--- src/latch_ack_pkg.sv ---
package latch_ack_pkg;

    // --------------------------------------------------------------
    // Sizes
    // --------------------------------------------------------------
    localparam int NUM_LED = 14;
    localparam int NUM_BO = 8;
    localparam int NUM_SCADA = 8;
    localparam int DELAY_W = 16;

    // --------------------------------------------------------------
    // Register offsets (byte addresses)
    // --------------------------------------------------------------
    localparam logic [7:0] OFS_CTRL = 8'h00;
    localparam logic [7:0] OFS_LED_LATCH = 8'h04;
    localparam logic [7:0] OFS_LED_AUTO = 8'h08;
    localparam logic [7:0] OFS_BO_LATCH = 8'h0c;
    localparam logic [7:0] OFS_SCADA_LATCH = 8'h10;
    localparam logic [7:0] OFS_TRIP_LATCH = 8'h14;
    localparam logic [7:0] OFS_BO_OFF_DELAY = 8'h18;
    localparam logic [7:0] OFS_ACK_CMD = 8'h1c;
    localparam logic [7:0] OFS_LED_STATE = 8'h20;
    localparam logic [7:0] OFS_OUT_STATE = 8'h24;
    localparam logic [7:0] OFS_ACK_COUNT = 8'h28;
    localparam logic [7:0] OFS_OP_HOURS = 8'h2c;
    localparam logic [7:0] OFS_DIALOG = 8'h30;

    // --------------------------------------------------------------
    // Control register fields
    // --------------------------------------------------------------
    localparam int CTRL_REMOTE_BIT = 0;
    localparam int CTRL_CKEY_LSB = 1;
    localparam int CTRL_RSTOPT_LSB = 4;

    // --------------------------------------------------------------
    // Collective command bits (write-one pulses)
    // --------------------------------------------------------------
    localparam int CMD_LED_BIT = 0;
    localparam int CMD_BO_BIT = 1;
    localparam int CMD_SCADA_BIT = 2;
    localparam int CMD_TRIP_BIT = 3;
    localparam int CMD_ALL_BIT = 4;

    // --------------------------------------------------------------
    // Output state packing
    // --------------------------------------------------------------
    localparam int OUT_SCADA_LSB = 8;
    localparam int OUT_TRIP_BIT = 16;

    typedef enum logic [2:0] {
        CKEY_NOTHING = 3'h0,
        CKEY_LED_NOPW = 3'h1,
        CKEY_LED = 3'h2,
        CKEY_LED_BO = 3'h3,
        CKEY_ALL = 3'h4
    } ckey_mode_e;

    typedef enum logic [1:0] {
        RSTOPT_BOTH = 2'h0,
        RSTOPT_FACTORY = 2'h1,
        RSTOPT_OFF = 2'h2
    } reset_opt_e;

    typedef enum logic [1:0] {
        DLG_IDLE = 2'b00,
        DLG_MENU = 2'b01,
        DLG_CONF_FACT = 2'b10,
        DLG_CONF_PW = 2'b11
    } dialog_state_e;

    // --------------------------------------------------------------
    // Reset values
    // --------------------------------------------------------------
    localparam logic RST_REMOTE_EN = 1'b1;
    localparam logic [2:0] RST_CKEY = 3'h1;
    localparam logic [1:0] RST_RSTOPT = 2'h0;
    localparam logic [DELAY_W-1:0] RST_OFF_DELAY = 16'h0000;

endpackage : latch_ack_pkg

--- src/latch_bus_if.sv ---
`timescale 1ns/1ps
`default_nettype none
interface latch_bus_if #(parameter int N = 8);
    logic [N-1:0] src;
    logic [N-1:0] en;
    logic [N-1:0] clr;
    logic [N-1:0] q;

    modport bank (input src, input en, input clr, output q);
    modport ctrl (output src, output en, output clr, input q);
endinterface : latch_bus_if
`default_nettype wire

--- src/latch_acknowledge_logic.sv ---
`timescale 1ns/1ps
`default_nettype none
module latch_acknowledge_logic
    import latch_ack_pkg::*;
#(
    parameter int NLED = NUM_LED,
    parameter int NBO = NUM_BO,
    parameter int NSC = NUM_SCADA
) (
    input wire logic CLK_SYS,
    input wire logic RESET_N,
    input wire logic PSEL,
    input wire logic PENABLE,
    input wire logic PWRITE,
    input wire logic [7:0] PADDR,
    input wire logic [31:0] PWDATA,
    output logic [31:0] PRDATA,
    output logic PREADY,
    output logic PSLVERR,
    input wire logic [NLED-1:0] LED_SRC,
    input wire logic [NBO-1:0] BO_SRC,
    input wire logic [NSC-1:0] SCADA_SRC,
    input wire logic TRIP_SRC,
    input wire logic [NLED-1:0] LED_ACK_INPUT,
    input wire logic [NBO-1:0] BO_ACK_INPUT,
    input wire logic TRIP_CMD_ACK_INPUT,
    input wire logic EXT_ACK_LED,
    input wire logic EXT_ACK_BO,
    input wire logic EXT_ACK_SCADA,
    input wire logic PROT_ALARM_NEW,
    input wire logic GENERAL_ALARM,
    input wire logic KEY_C_LONG,
    input wire logic COLD_START,
    input wire logic KEY_C_HELD,
    input wire logic DLG_SEL_FACTORY,
    input wire logic DLG_SEL_PASSWORD,
    input wire logic DLG_YES,
    input wire logic DLG_NO,
    input wire logic HOUR_TICK,
    output logic [NLED-1:0] LED_OUT,
    output logic [NBO-1:0] BO_OUT,
    output logic [NSC-1:0] SCADA_OUT,
    output logic TRIP_OUT,
    output logic DIALOG_ACTIVE,
    output logic DIALOG_OFFER_PASSWORD,
    output logic FACTORY_RESET,
    output logic RECORDS_CLEAR,
    output logic RESTART_REQ,
    output logic PASSWORD_RESET
);

    // --------------------------------------------------------------
    // Register state
    // --------------------------------------------------------------
    logic remote_en_q, remote_en_d;
    logic [2:0] ckey_q, ckey_d;
    logic [1:0] rstopt_q, rstopt_d;
    logic [NLED-1:0] led_en_q, led_en_d;
    logic [NLED-1:0] led_auto_q, led_auto_d;
    logic [NBO-1:0] bo_en_q, bo_en_d;
    logic [NSC-1:0] sc_en_q, sc_en_d;
    logic trip_en_q, trip_en_d;
    logic [DELAY_W-1:0] offdly_q, offdly_d;
    logic [31:0] ack_cnt_q, ack_cnt_d;
    logic [31:0] hours_q, hours_d;
    logic [31:0] prdata_q, prdata_d;
    logic [4:0] cmd_q, cmd_d;
    logic alarm_q;
    logic factory_go;

    function automatic logic is_mapped(input logic [7:0] a);
        is_mapped = (a[1:0] == 2'b00) && (a <= OFS_DIALOG);
    endfunction : is_mapped

    logic wr_acc;
    logic rd_setup;
    assign wr_acc = PSEL & PENABLE & PWRITE & is_mapped(PADDR);
    assign rd_setup = PSEL & ~PENABLE & ~PWRITE;

    latch_bus_if #(.N(NLED)) led_bus ();
    latch_bus_if #(.N(NBO)) bo_bus ();
    latch_bus_if #(.N(NSC)) sc_bus ();
    latch_bus_if #(.N(1)) trip_bus ();

    dialog_state_e dlg_q, dlg_d;

    // --------------------------------------------------------------
    // APB slave and settings
    // --------------------------------------------------------------
    always_comb begin
        remote_en_d = remote_en_q;
        ckey_d = ckey_q;
        rstopt_d = rstopt_q;
        led_en_d = led_en_q;
        led_auto_d = led_auto_q;
        bo_en_d = bo_en_q;
        sc_en_d = sc_en_q;
        trip_en_d = trip_en_q;
        offdly_d = offdly_q;
        cmd_d = '0;
        prdata_d = prdata_q;
        if (wr_acc) begin
            unique case (PADDR)
                OFS_CTRL: begin
                    remote_en_d = PWDATA[CTRL_REMOTE_BIT];
                    ckey_d = PWDATA[CTRL_CKEY_LSB +: 3];
                    rstopt_d = PWDATA[CTRL_RSTOPT_LSB +: 2];
                end
                OFS_LED_LATCH: led_en_d = PWDATA[NLED-1:0];
                OFS_LED_AUTO: led_auto_d = PWDATA[NLED-1:0];
                OFS_BO_LATCH: bo_en_d = PWDATA[NBO-1:0];
                OFS_SCADA_LATCH: sc_en_d = PWDATA[NSC-1:0];
                OFS_TRIP_LATCH: trip_en_d = PWDATA[0];
                OFS_BO_OFF_DELAY: offdly_d = PWDATA[DELAY_W-1:0];
                OFS_ACK_CMD: cmd_d = PWDATA[4:0];
                default: ;
            endcase
        end
        if (rd_setup) begin
            unique case (PADDR)
                OFS_CTRL: prdata_d = 32'({rstopt_q, ckey_q, remote_en_q});
                OFS_LED_LATCH: prdata_d = 32'(led_en_q);
                OFS_LED_AUTO: prdata_d = 32'(led_auto_q);
                OFS_BO_LATCH: prdata_d = 32'(bo_en_q);
                OFS_SCADA_LATCH: prdata_d = 32'(sc_en_q);
                OFS_TRIP_LATCH: prdata_d = 32'(trip_en_q);
                OFS_BO_OFF_DELAY: prdata_d = 32'(offdly_q);
                OFS_LED_STATE: prdata_d = 32'(led_bus.q);
                OFS_OUT_STATE: begin
                    prdata_d = '0;
                    prdata_d[NBO-1:0] = bo_bus.q;
                    prdata_d[OUT_SCADA_LSB +: NSC] = sc_bus.q;
                    prdata_d[OUT_TRIP_BIT] = trip_bus.q[0];
                end
                OFS_ACK_COUNT: prdata_d = ack_cnt_q;
                OFS_OP_HOURS: prdata_d = hours_q;
                OFS_DIALOG: prdata_d = 32'(dlg_q);
                default: prdata_d = '0;
            endcase
        end
        // Settings return to defaults; hours counter is untouched
        if (factory_go) begin
            remote_en_d = RST_REMOTE_EN;
            ckey_d = RST_CKEY;
            rstopt_d = RST_RSTOPT;
            led_en_d = '0;
            led_auto_d = '0;
            bo_en_d = '0;
            sc_en_d = '0;
            trip_en_d = 1'b0;
            offdly_d = RST_OFF_DELAY;
        end
    end

    always_ff @(posedge CLK_SYS or negedge RESET_N) begin
        if (!RESET_N) begin
            remote_en_q <= RST_REMOTE_EN;
            ckey_q <= RST_CKEY;
            rstopt_q <= RST_RSTOPT;
            led_en_q <= '0;
            led_auto_q <= '0;
            bo_en_q <= '0;
            sc_en_q <= '0;
            trip_en_q <= 1'b0;
            offdly_q <= RST_OFF_DELAY;
            cmd_q <= '0;
            prdata_q <= '0;
        end else begin
            remote_en_q <= remote_en_d;
            ckey_q <= ckey_d;
            rstopt_q <= rstopt_d;
            led_en_q <= led_en_d;
            led_auto_q <= led_auto_d;
            bo_en_q <= bo_en_d;
            sc_en_q <= sc_en_d;
            trip_en_q <= trip_en_d;
            offdly_q <= offdly_d;
            cmd_q <= cmd_d;
            prdata_q <= prdata_d;
        end
    end

    assign PREADY = 1'b1;
    assign PSLVERR = PSEL & PENABLE & ~is_mapped(PADDR);
    assign PRDATA = prdata_q;

    // --------------------------------------------------------------
    // Acknowledge sources
    // --------------------------------------------------------------
    logic alarm_edge;
    logic key_led, key_bo, key_all;
    logic col_led, col_bo, col_sc, col_trip;
    logic [NLED-1:0] led_clr;
    logic [NBO-1:0] bo_clr;
    logic [NSC-1:0] sc_clr;
    logic trip_clr;
    logic any_clr;

    always_comb begin
        // New alarm: a protection pulse or rising general alarm
        alarm_edge = PROT_ALARM_NEW | (GENERAL_ALARM & ~alarm_q);
        // Panel key works regardless of the remote setting
        key_led = KEY_C_LONG && (ckey_q != CKEY_NOTHING);
        key_bo = KEY_C_LONG
                 && (ckey_q == CKEY_LED_BO || ckey_q == CKEY_ALL);
        key_all = KEY_C_LONG && (ckey_q == CKEY_ALL);
        col_led = cmd_q[CMD_LED_BIT] | cmd_q[CMD_ALL_BIT];
        col_bo = cmd_q[CMD_BO_BIT] | cmd_q[CMD_ALL_BIT];
        col_sc = cmd_q[CMD_SCADA_BIT] | cmd_q[CMD_ALL_BIT];
        col_trip = cmd_q[CMD_TRIP_BIT] | cmd_q[CMD_ALL_BIT];
        led_clr = {NLED{key_led}};
        bo_clr = {NBO{key_bo}};
        sc_clr = {NSC{key_all}};
        trip_clr = key_all;
        if (remote_en_q) begin
            led_clr = led_clr | LED_ACK_INPUT;
            bo_clr = bo_clr | BO_ACK_INPUT;
            trip_clr = trip_clr | TRIP_CMD_ACK_INPUT;
            led_clr = led_clr | {NLED{EXT_ACK_LED | col_led}};
            bo_clr = bo_clr | {NBO{EXT_ACK_BO | col_bo}};
            sc_clr = sc_clr | {NSC{EXT_ACK_SCADA | col_sc}};
            trip_clr = trip_clr | col_trip;
            // Only LEDs take the automatic path
            led_clr = led_clr | (led_auto_q & {NLED{alarm_edge}});
        end
        any_clr = (|led_clr) | (|bo_clr) | (|sc_clr) | trip_clr;
        ack_cnt_d = ack_cnt_q + 32'(any_clr);
        if (factory_go) begin
            ack_cnt_d = '0;
        end
        hours_d = hours_q + 32'(HOUR_TICK);
    end

    always_ff @(posedge CLK_SYS or negedge RESET_N) begin
        if (!RESET_N) begin
            alarm_q <= 1'b0;
            ack_cnt_q <= '0;
            hours_q <= '0;
        end else begin
            alarm_q <= GENERAL_ALARM;
            ack_cnt_q <= ack_cnt_d;
            hours_q <= hours_d;
        end
    end

    // --------------------------------------------------------------
    // Latch banks
    // --------------------------------------------------------------
    assign led_bus.src = LED_SRC;
    assign led_bus.en = led_en_q;
    assign led_bus.clr = led_clr;
    assign bo_bus.src = BO_SRC;
    assign bo_bus.en = bo_en_q;
    assign bo_bus.clr = bo_clr;
    assign sc_bus.src = SCADA_SRC;
    assign sc_bus.en = sc_en_q;
    assign sc_bus.clr = sc_clr;
    assign trip_bus.src = TRIP_SRC;
    assign trip_bus.en = trip_en_q;
    assign trip_bus.clr = trip_clr;

    latch_bank #(.N(NLED)) u_led (
        .clk(CLK_SYS),
        .rst_n(RESET_N),
        .b(led_bus)
    );

    bo_latch #(.N(NBO), .W(DELAY_W)) u_bo (
        .clk(CLK_SYS),
        .rst_n(RESET_N),
        .off_delay(offdly_q),
        .b(bo_bus)
    );

    latch_bank #(.N(NSC)) u_scada (
        .clk(CLK_SYS),
        .rst_n(RESET_N),
        .b(sc_bus)
    );

    latch_bank #(.N(1)) u_trip (
        .clk(CLK_SYS),
        .rst_n(RESET_N),
        .b(trip_bus)
    );

    assign LED_OUT = led_bus.q;
    assign BO_OUT = bo_bus.q;
    assign SCADA_OUT = sc_bus.q;
    assign TRIP_OUT = trip_bus.q[0];

    // --------------------------------------------------------------
    // Cold start reset dialog
    // --------------------------------------------------------------
    // Stepped by panel pins; the bus only sets rstopt_q, which gates entry and the password choice
    logic fact_d, fact_q, pw_d, pw_q;

    always_comb begin
        dlg_d = dlg_q;
        fact_d = 1'b0;
        pw_d = 1'b0;
        unique case (dlg_q)
            DLG_IDLE: begin
                if (COLD_START && KEY_C_HELD
                    && rstopt_q != RSTOPT_OFF) begin
                    dlg_d = DLG_MENU;
                end
            end
            DLG_MENU: begin
                if (DLG_SEL_FACTORY) begin
                    dlg_d = DLG_CONF_FACT;
                end else if (DLG_SEL_PASSWORD
                             && rstopt_q == RSTOPT_BOTH) begin
                    dlg_d = DLG_CONF_PW;
                end else if (DLG_NO) begin
                    dlg_d = DLG_IDLE;
                end
            end
            DLG_CONF_FACT: begin
                if (DLG_YES) begin
                    fact_d = 1'b1;
                    dlg_d = DLG_IDLE;
                end else if (DLG_NO) begin
                    dlg_d = DLG_MENU;
                end
            end
            DLG_CONF_PW: begin
                if (DLG_YES) begin
                    pw_d = 1'b1;
                    dlg_d = DLG_IDLE;
                end else if (DLG_NO) begin
                    dlg_d = DLG_MENU;
                end
            end
        endcase
    end

    always_ff @(posedge CLK_SYS or negedge RESET_N) begin
        if (!RESET_N) begin
            dlg_q <= DLG_IDLE;
            fact_q <= 1'b0;
            pw_q <= 1'b0;
        end else begin
            dlg_q <= dlg_d;
            fact_q <= fact_d;
            pw_q <= pw_d;
        end
    end

    assign factory_go = fact_q;
    assign DIALOG_ACTIVE = (dlg_q != DLG_IDLE);
    assign DIALOG_OFFER_PASSWORD = (dlg_q != DLG_IDLE)
                                   && (rstopt_q == RSTOPT_BOTH);
    assign FACTORY_RESET = fact_q;
    assign RECORDS_CLEAR = fact_q;
    assign RESTART_REQ = fact_q;
    assign PASSWORD_RESET = pw_q;

endmodule : latch_acknowledge_logic
`default_nettype wire

--- src/latch_bank.sv ---
`timescale 1ns/1ps
`default_nettype none
module latch_bank #(
    parameter int N = 8
) (
    input wire logic clk,
    input wire logic rst_n,
    latch_bus_if.bank b
);
    logic [N-1:0] held_q;
    logic [N-1:0] held_d;

    // --------------------------------------------------------------
    // Set dominates clear; a live source blocks the clear
    // --------------------------------------------------------------
    always_comb begin
        held_d = b.src | (b.en & held_q & ~b.clr);
    end

    always_ff @(posedge clk or negedge rst_n) begin
        if (!rst_n) begin
            held_q <= '0;
        end else begin
            held_q <= held_d;
        end
    end

    assign b.q = held_q;
endmodule : latch_bank
`default_nettype wire

--- src/bo_latch.sv ---
`timescale 1ns/1ps
`default_nettype none
module bo_latch #(
    parameter int N = 8,
    parameter int W = 16
) (
    input wire logic clk,
    input wire logic rst_n,
    input wire logic [W-1:0] off_delay,
    latch_bus_if.bank b
);
    logic [N-1:0] out_q;
    logic [N-1:0] out_d;
    logic [N-1:0] pend_q;
    logic [N-1:0] pend_d;
    logic [W-1:0] tmr_q [N];
    logic [W-1:0] tmr_d [N];

    // --------------------------------------------------------------
    // Per relay off-delay timer and pending acknowledge
    // --------------------------------------------------------------
    for (genvar i = 0; i < N; i++) begin : g_bo
        logic done;
        always_comb begin
            done = (tmr_q[i] >= off_delay);
            tmr_d[i] = tmr_q[i];
            if (b.src[i]) begin
                tmr_d[i] = '0;
            end else if (!done) begin
                tmr_d[i] = tmr_q[i] + W'(1);
            end
            // Ack taken early is kept until the timer runs out
            pend_d[i] = b.en[i] & out_q[i] & ~b.src[i]
                        & (pend_q[i] | b.clr[i]);
            if (b.src[i]) begin
                out_d[i] = 1'b1;
            end else if (b.en[i]) begin
                out_d[i] = out_q[i] & ~(pend_q[i] & done);
            end else begin
                out_d[i] = out_q[i] & ~done;
            end
        end

        always_ff @(posedge clk or negedge rst_n) begin
            if (!rst_n) begin
                tmr_q[i] <= '0;
                out_q[i] <= 1'b0;
                pend_q[i] <= 1'b0;
            end else begin
                tmr_q[i] <= tmr_d[i];
                out_q[i] <= out_d[i];
                pend_q[i] <= pend_d[i];
            end
        end
    end

    assign b.q = out_q;
endmodule : bo_latch
`default_nettype wire

--- config.mk ---
export PLATFORM = sky130hd
export DESIGN_NAME = latch_acknowledge_logic
export DESIGN_NICKNAME = d
export VERILOG_FILES = /design/src/latch_ack_pkg.sv /design/src/latch_bus_if.sv /design/src/latch_acknowledge_logic.sv /design/src/latch_bank.sv /design/src/bo_latch.sv
export SDC_FILE = /design/constraint.sdc
export NUM_CORES = 1
export LEC_CHECK = 0
export BUFFER_PORTS_ARGS = -buffer_cell sky130_fd_sc_hd__buf_2
export CORE_ASPECT_RATIO = 1.4
export CORE_MARGIN = 3
export CORE_UTILIZATION = 25
export DETAILED_ROUTE_END_ITERATION = 12
export GPL_TIMING_DRIVEN = 0
export HOLD_SLACK_MARGIN = 0.02
export PLACE_DENSITY = 0.49
export SLEW_MARGIN = 30
export SYNTH_ARGS = -nofsm -noshare
export SYNTH_HDL_FRONTEND = slang
export SYNTH_SLANG_ARGS = --single-unit
--- constraint.sdc ---
create_clock -name CLK_SYS -period 3.3 [get_ports CLK_SYS]
set_input_delay 0.33 -clock CLK_SYS [delete_from_list [all_inputs] [get_ports CLK_SYS]]
set_output_delay 0.33 -clock CLK_SYS [all_outputs]
set_load 0.005 [all_outputs]
==> results.tsv <==
stage	metric	value	unit
cts	cts_inserted_buffers	40	
sta	slew_viol_final	0	
route	via_count	17914	
die	coreArea	78420	µm²
grt	antenna_found_initial	1	
pwr	powerDensity	422.8	nW/µm²
cts	htreeDepth	2	
logic_synthesis	synth.ff_latch_count	340	
grt	grt_pass1_wl	112600	µm
route	post_drt_wl_per_cell	21.56	µm
setup_path	critPathMaxFanout	10	
logic_synthesis	netlist_instances	2110	
status	violations	setup timing	
setup_path	crit_family	simple AND/OR/NAND/NOR gates	
logic_synthesis	synth_edf_count	0	
route	initialDrtViolationCount	1227	
die	dieArea	83190	µm²
job	cap_violations	0	
cells_and_area	fin_nets	2660	
cts	cts.sinks	340	
sta	hold_slack	86.34	ps
setup_path	startpoint_type	flip-flop	
cells_and_area	post-route-util	0.3162	
setup_path	critPathBufInv	3	
setup_path	crit_slowest_cell	nor4_4	
logic_synthesis	netlist.top_cell.by_area	dfrtp_1	
pwr	leakagePower	10.96	nW
die	floorplan.rows	121	
grt	grt_util_met1	0.2148	
grt	grt_use_total	0.1768	
cts	cts_root_buf	clkbuf_16	
route	drtAntennaViolNets	0	
die	start_util	0.2541	
min_path	hold_class	input port to flip-flop	
cts	clockBufferDepth	3	
sta	hold_viol_final	0	
logic_synthesis	async_flop_share	1.000	
grt	busiest_layer	met2	
cells_and_area	drive_gt1_frac	0.1837	
sta	timing.fmax	0.2953	GHz
logic_synthesis	avgSynthCellArea	9.446	µm²
min_path	hold_path_depth	3	
grt	grtUsageMet3	0.02459	
logic_synthesis	synth.top_cell.area_share	0.4244	
sta	min_period_over_period	1.026	
logic_synthesis	synthesis.area	19930	µm²
die	die_h	340.1	µm
setup_path	worst-path-stages	15	
grt	grt-ovfl-total	0	
cells_and_area	n_antenna_cell	0	
die	io_pins	183	
die	die_w	244.6	µm
grt	grt_use_met2	0.3058	
route	wl	75100	µm
cts	clk_latency	600	ps
place	hpwl	56320	µm
setup_path	crit_arrival	3900	ps
status	status	finished with violations	
logic_synthesis	syn_nets	2362	
sta	max_slew_margin	0.3532	
cts	clkTransAtPathRegs	70	ps
setup_path	critical_path_class	flip-flop to flip-flop	
setup_path	required	3820	ps
logic_synthesis	synth_warnings	0	
setup_path	max_stage_delay	420	ps
sta	layout_setup_ws	-86.23	ps
route	drc	0	
logic_synthesis	ys.flop_type	dfrtp_1	
place	portBuffers	160	
sta	period_minus_slack	3386	ps
grt	grt_pass1_vias	18086	
place	gp_congestion	0.9133	
route	vias_per_cell	5.142	
logic_synthesis	ys_types	81	
setup_path	crit_chain	inv_1, a21o_2, buf_4, a21oi_1, nand4_1, nor4_4, o2111ai_2, ha_2, ha_4, nand2_4, nor4_4, nand4_1, buf_6, or3_4, a21oi_2	
logic_synthesis	ys_seq_area_frac	0.4270	
cts	cts_tree	done	
logic_synthesis	synth_area_leaders	dfrtp_1 42%, ha_1 8.8%, a21oi_1 4.2%	
setup_path	ff2ff_path_depth	15	
setup_path	end_kind	flip-flop	
sta	fin_skew	20.76	ps
pwr	p_total	0.01048	W
pwr	vdd_drop_max	0.3632	mV
sta	rsz0062_at_grt	yes	
grt	grt_max_degree	87	
route	first_pass_iters	5	
cells_and_area	area_growth	24.40	%
sta	setup_violations	9	
sta	worst_slew_pin_slew	961.4	ps
-- worst min-delay path: cells and delay by family --
kind | cells | cell delay [ps]
AOI/OAI and AO/OA | 2 | 220
buffers and inverters | 1 | 100
-- kinds of logic after synthesis --
group	share of synthesized area
compound gates	0.1562
xor+xnor	0.04131
fa+ha+maj	0.08789
buf+inv	0.03064
flops	0.4270
mux	0.05449
other cells	0.0001882
simple gates	0.2023
-- layer usage --
layer	vias up	share of wire
li1	8329	-
met1	8881	0.41
met2	548	0.49
met3	156	0.047
met4	0	0.054
met5	-	0
-- power breakdown --
part | switching, W | internal (W)
logic | 0.000787 | 0.000472
registers | 0.000216 | 0.00432
clock network | 0.00200 | 0.00269
-- area by class of cell --
type / instances / area (µm²)
plain buffers: 96 / 404.1
clock buffers: 55 / 1137
clock inverters: 18 / 231.5
fillers: 8310 / 53630
inverters: 55 / 255.2
multi-input cells: 1618 / 11080
flip-flops and latches: 340 / 8513
well taps: 1045 / 1308
repair buffers: 257 / 1861
-- worst paths after layout --
kind	endpoint	startpoint	slack [ps]
max	ack_cnt_q[30]$_DFF_PN0_	alarm_q$_DFF_PN0_	-90
min	u_trip.b.q$_DFF_PN0_	TRIP_CMD_ACK_INPUT	90
max reg2reg	ack_cnt_q[30]$_DFF_PN0_	alarm_q$_DFF_PN0_	-90
min reg2reg	hours_q[31]$_DFF_PN0_	hours_q[31]$_DFF_PN0_	470
max in group asynchronous	hours_q[27]$_DFF_PN0_	RESET_N	1540
min in group asynchronous	u_bo.tmr_q[123]$_DFFE_PN0P_	RESET_N	220
-- timing repair --
item                                    in CTS  in global routing
endpoints found under the hold margin      159                  0
resized for setup                           39                 31
endpoints found under the setup margin      74                 78
hold buffers                                39                  0
setup buffers                               38                 17
pin swaps                                   18                 25
-- cell usage in the layout, fill, tap and decap left out, drive strengths merged, types with 45 or more instances in the layout --
master  count
dfrtp     338
buf       243
nand2     211
nor2      199
a21oi     166
ha        140
clkbuf    126
nand3     102
o21ai      83
mux2i      59
nand4      53
xor2       52
o31ai      48
and3       45
-- flip-flops by register name (all words and copies together), names as in the netlist --
| name | count |
|---|---|
| alarm_q | 1 |
| trip_bus.en | 1 |
| led_bus.en | 14 |
| dlg_q | 2 |
| ack_cnt_q | 32 |
| FACTORY_RESET | 1 |
| u_bo.tmr_q | 128 |
| offdly_q | 16 |
| PRDATA | 32 |
| u_led.b.q | 14 |
| hours_q | 32 |
| u_trip.b.q | 1 |
| bo_bus.en | 8 |
| u_bo.b.q | 8 |
| cmd_q | 5 |
| sc_bus.en | 8 |
| u_scada.b.q | 8 |
| PASSWORD_RESET | 1 |
| rstopt_q | 2 |
| ckey_q | 3 |
| remote_en_q | 1 |
| led_auto_q | 14 |
| u_bo.pend_q | 8 |
-- cells in the mapped netlist, types with 4 or more instances --
library cell	instances
o211ai_1	14
o22ai_1	5
a222oi_1	10
mux2i_1	59
a32oi_1	4
a21o_1	23
buf_2	14
and2_1	13
nor4_1	12
xnor2_1	42
a221oi_1	19
nor4b_1	4
o21bai_1	4
a22oi_1	6
and3_1	45
a211o_1	4
nand2b_1	13
nand3_1	101
or4_1	30
a2111o_1	5
nand4_1	53
buf_4	4
or3_1	19
a31oi_1	4
nand2_1	211
and4_1	14
nor2_1	198
buf_1	6
o2111ai_1	9
nor2b_1	39
nor3b_1	5
nor3_1	35
mux2_2	40
a31o_2	30
ha_1	140
o21ai_0	80
clkbuf_1	72
a21oi_1	166
a211oi_1	10
o21a_1	6
xor2_1	52
o31ai_1	48
inv_1	54
dfrtp_1	338
-- per-stage QoR --
stage	cell area (µm²)	std cells	setup WS [ps]	TNS (ps)
global placement	22040	3315	-5144	-1739550
global route	24790	3484	-151.4	-1179
CTS	24510	3469	-197.6	-1065
detailed placement	22190	3319	-1145	-28290
floorplan	19930	2110	314.3	0
finish	24790	3484	-86.23	-398.0
(Power assumes the default switching activity.)
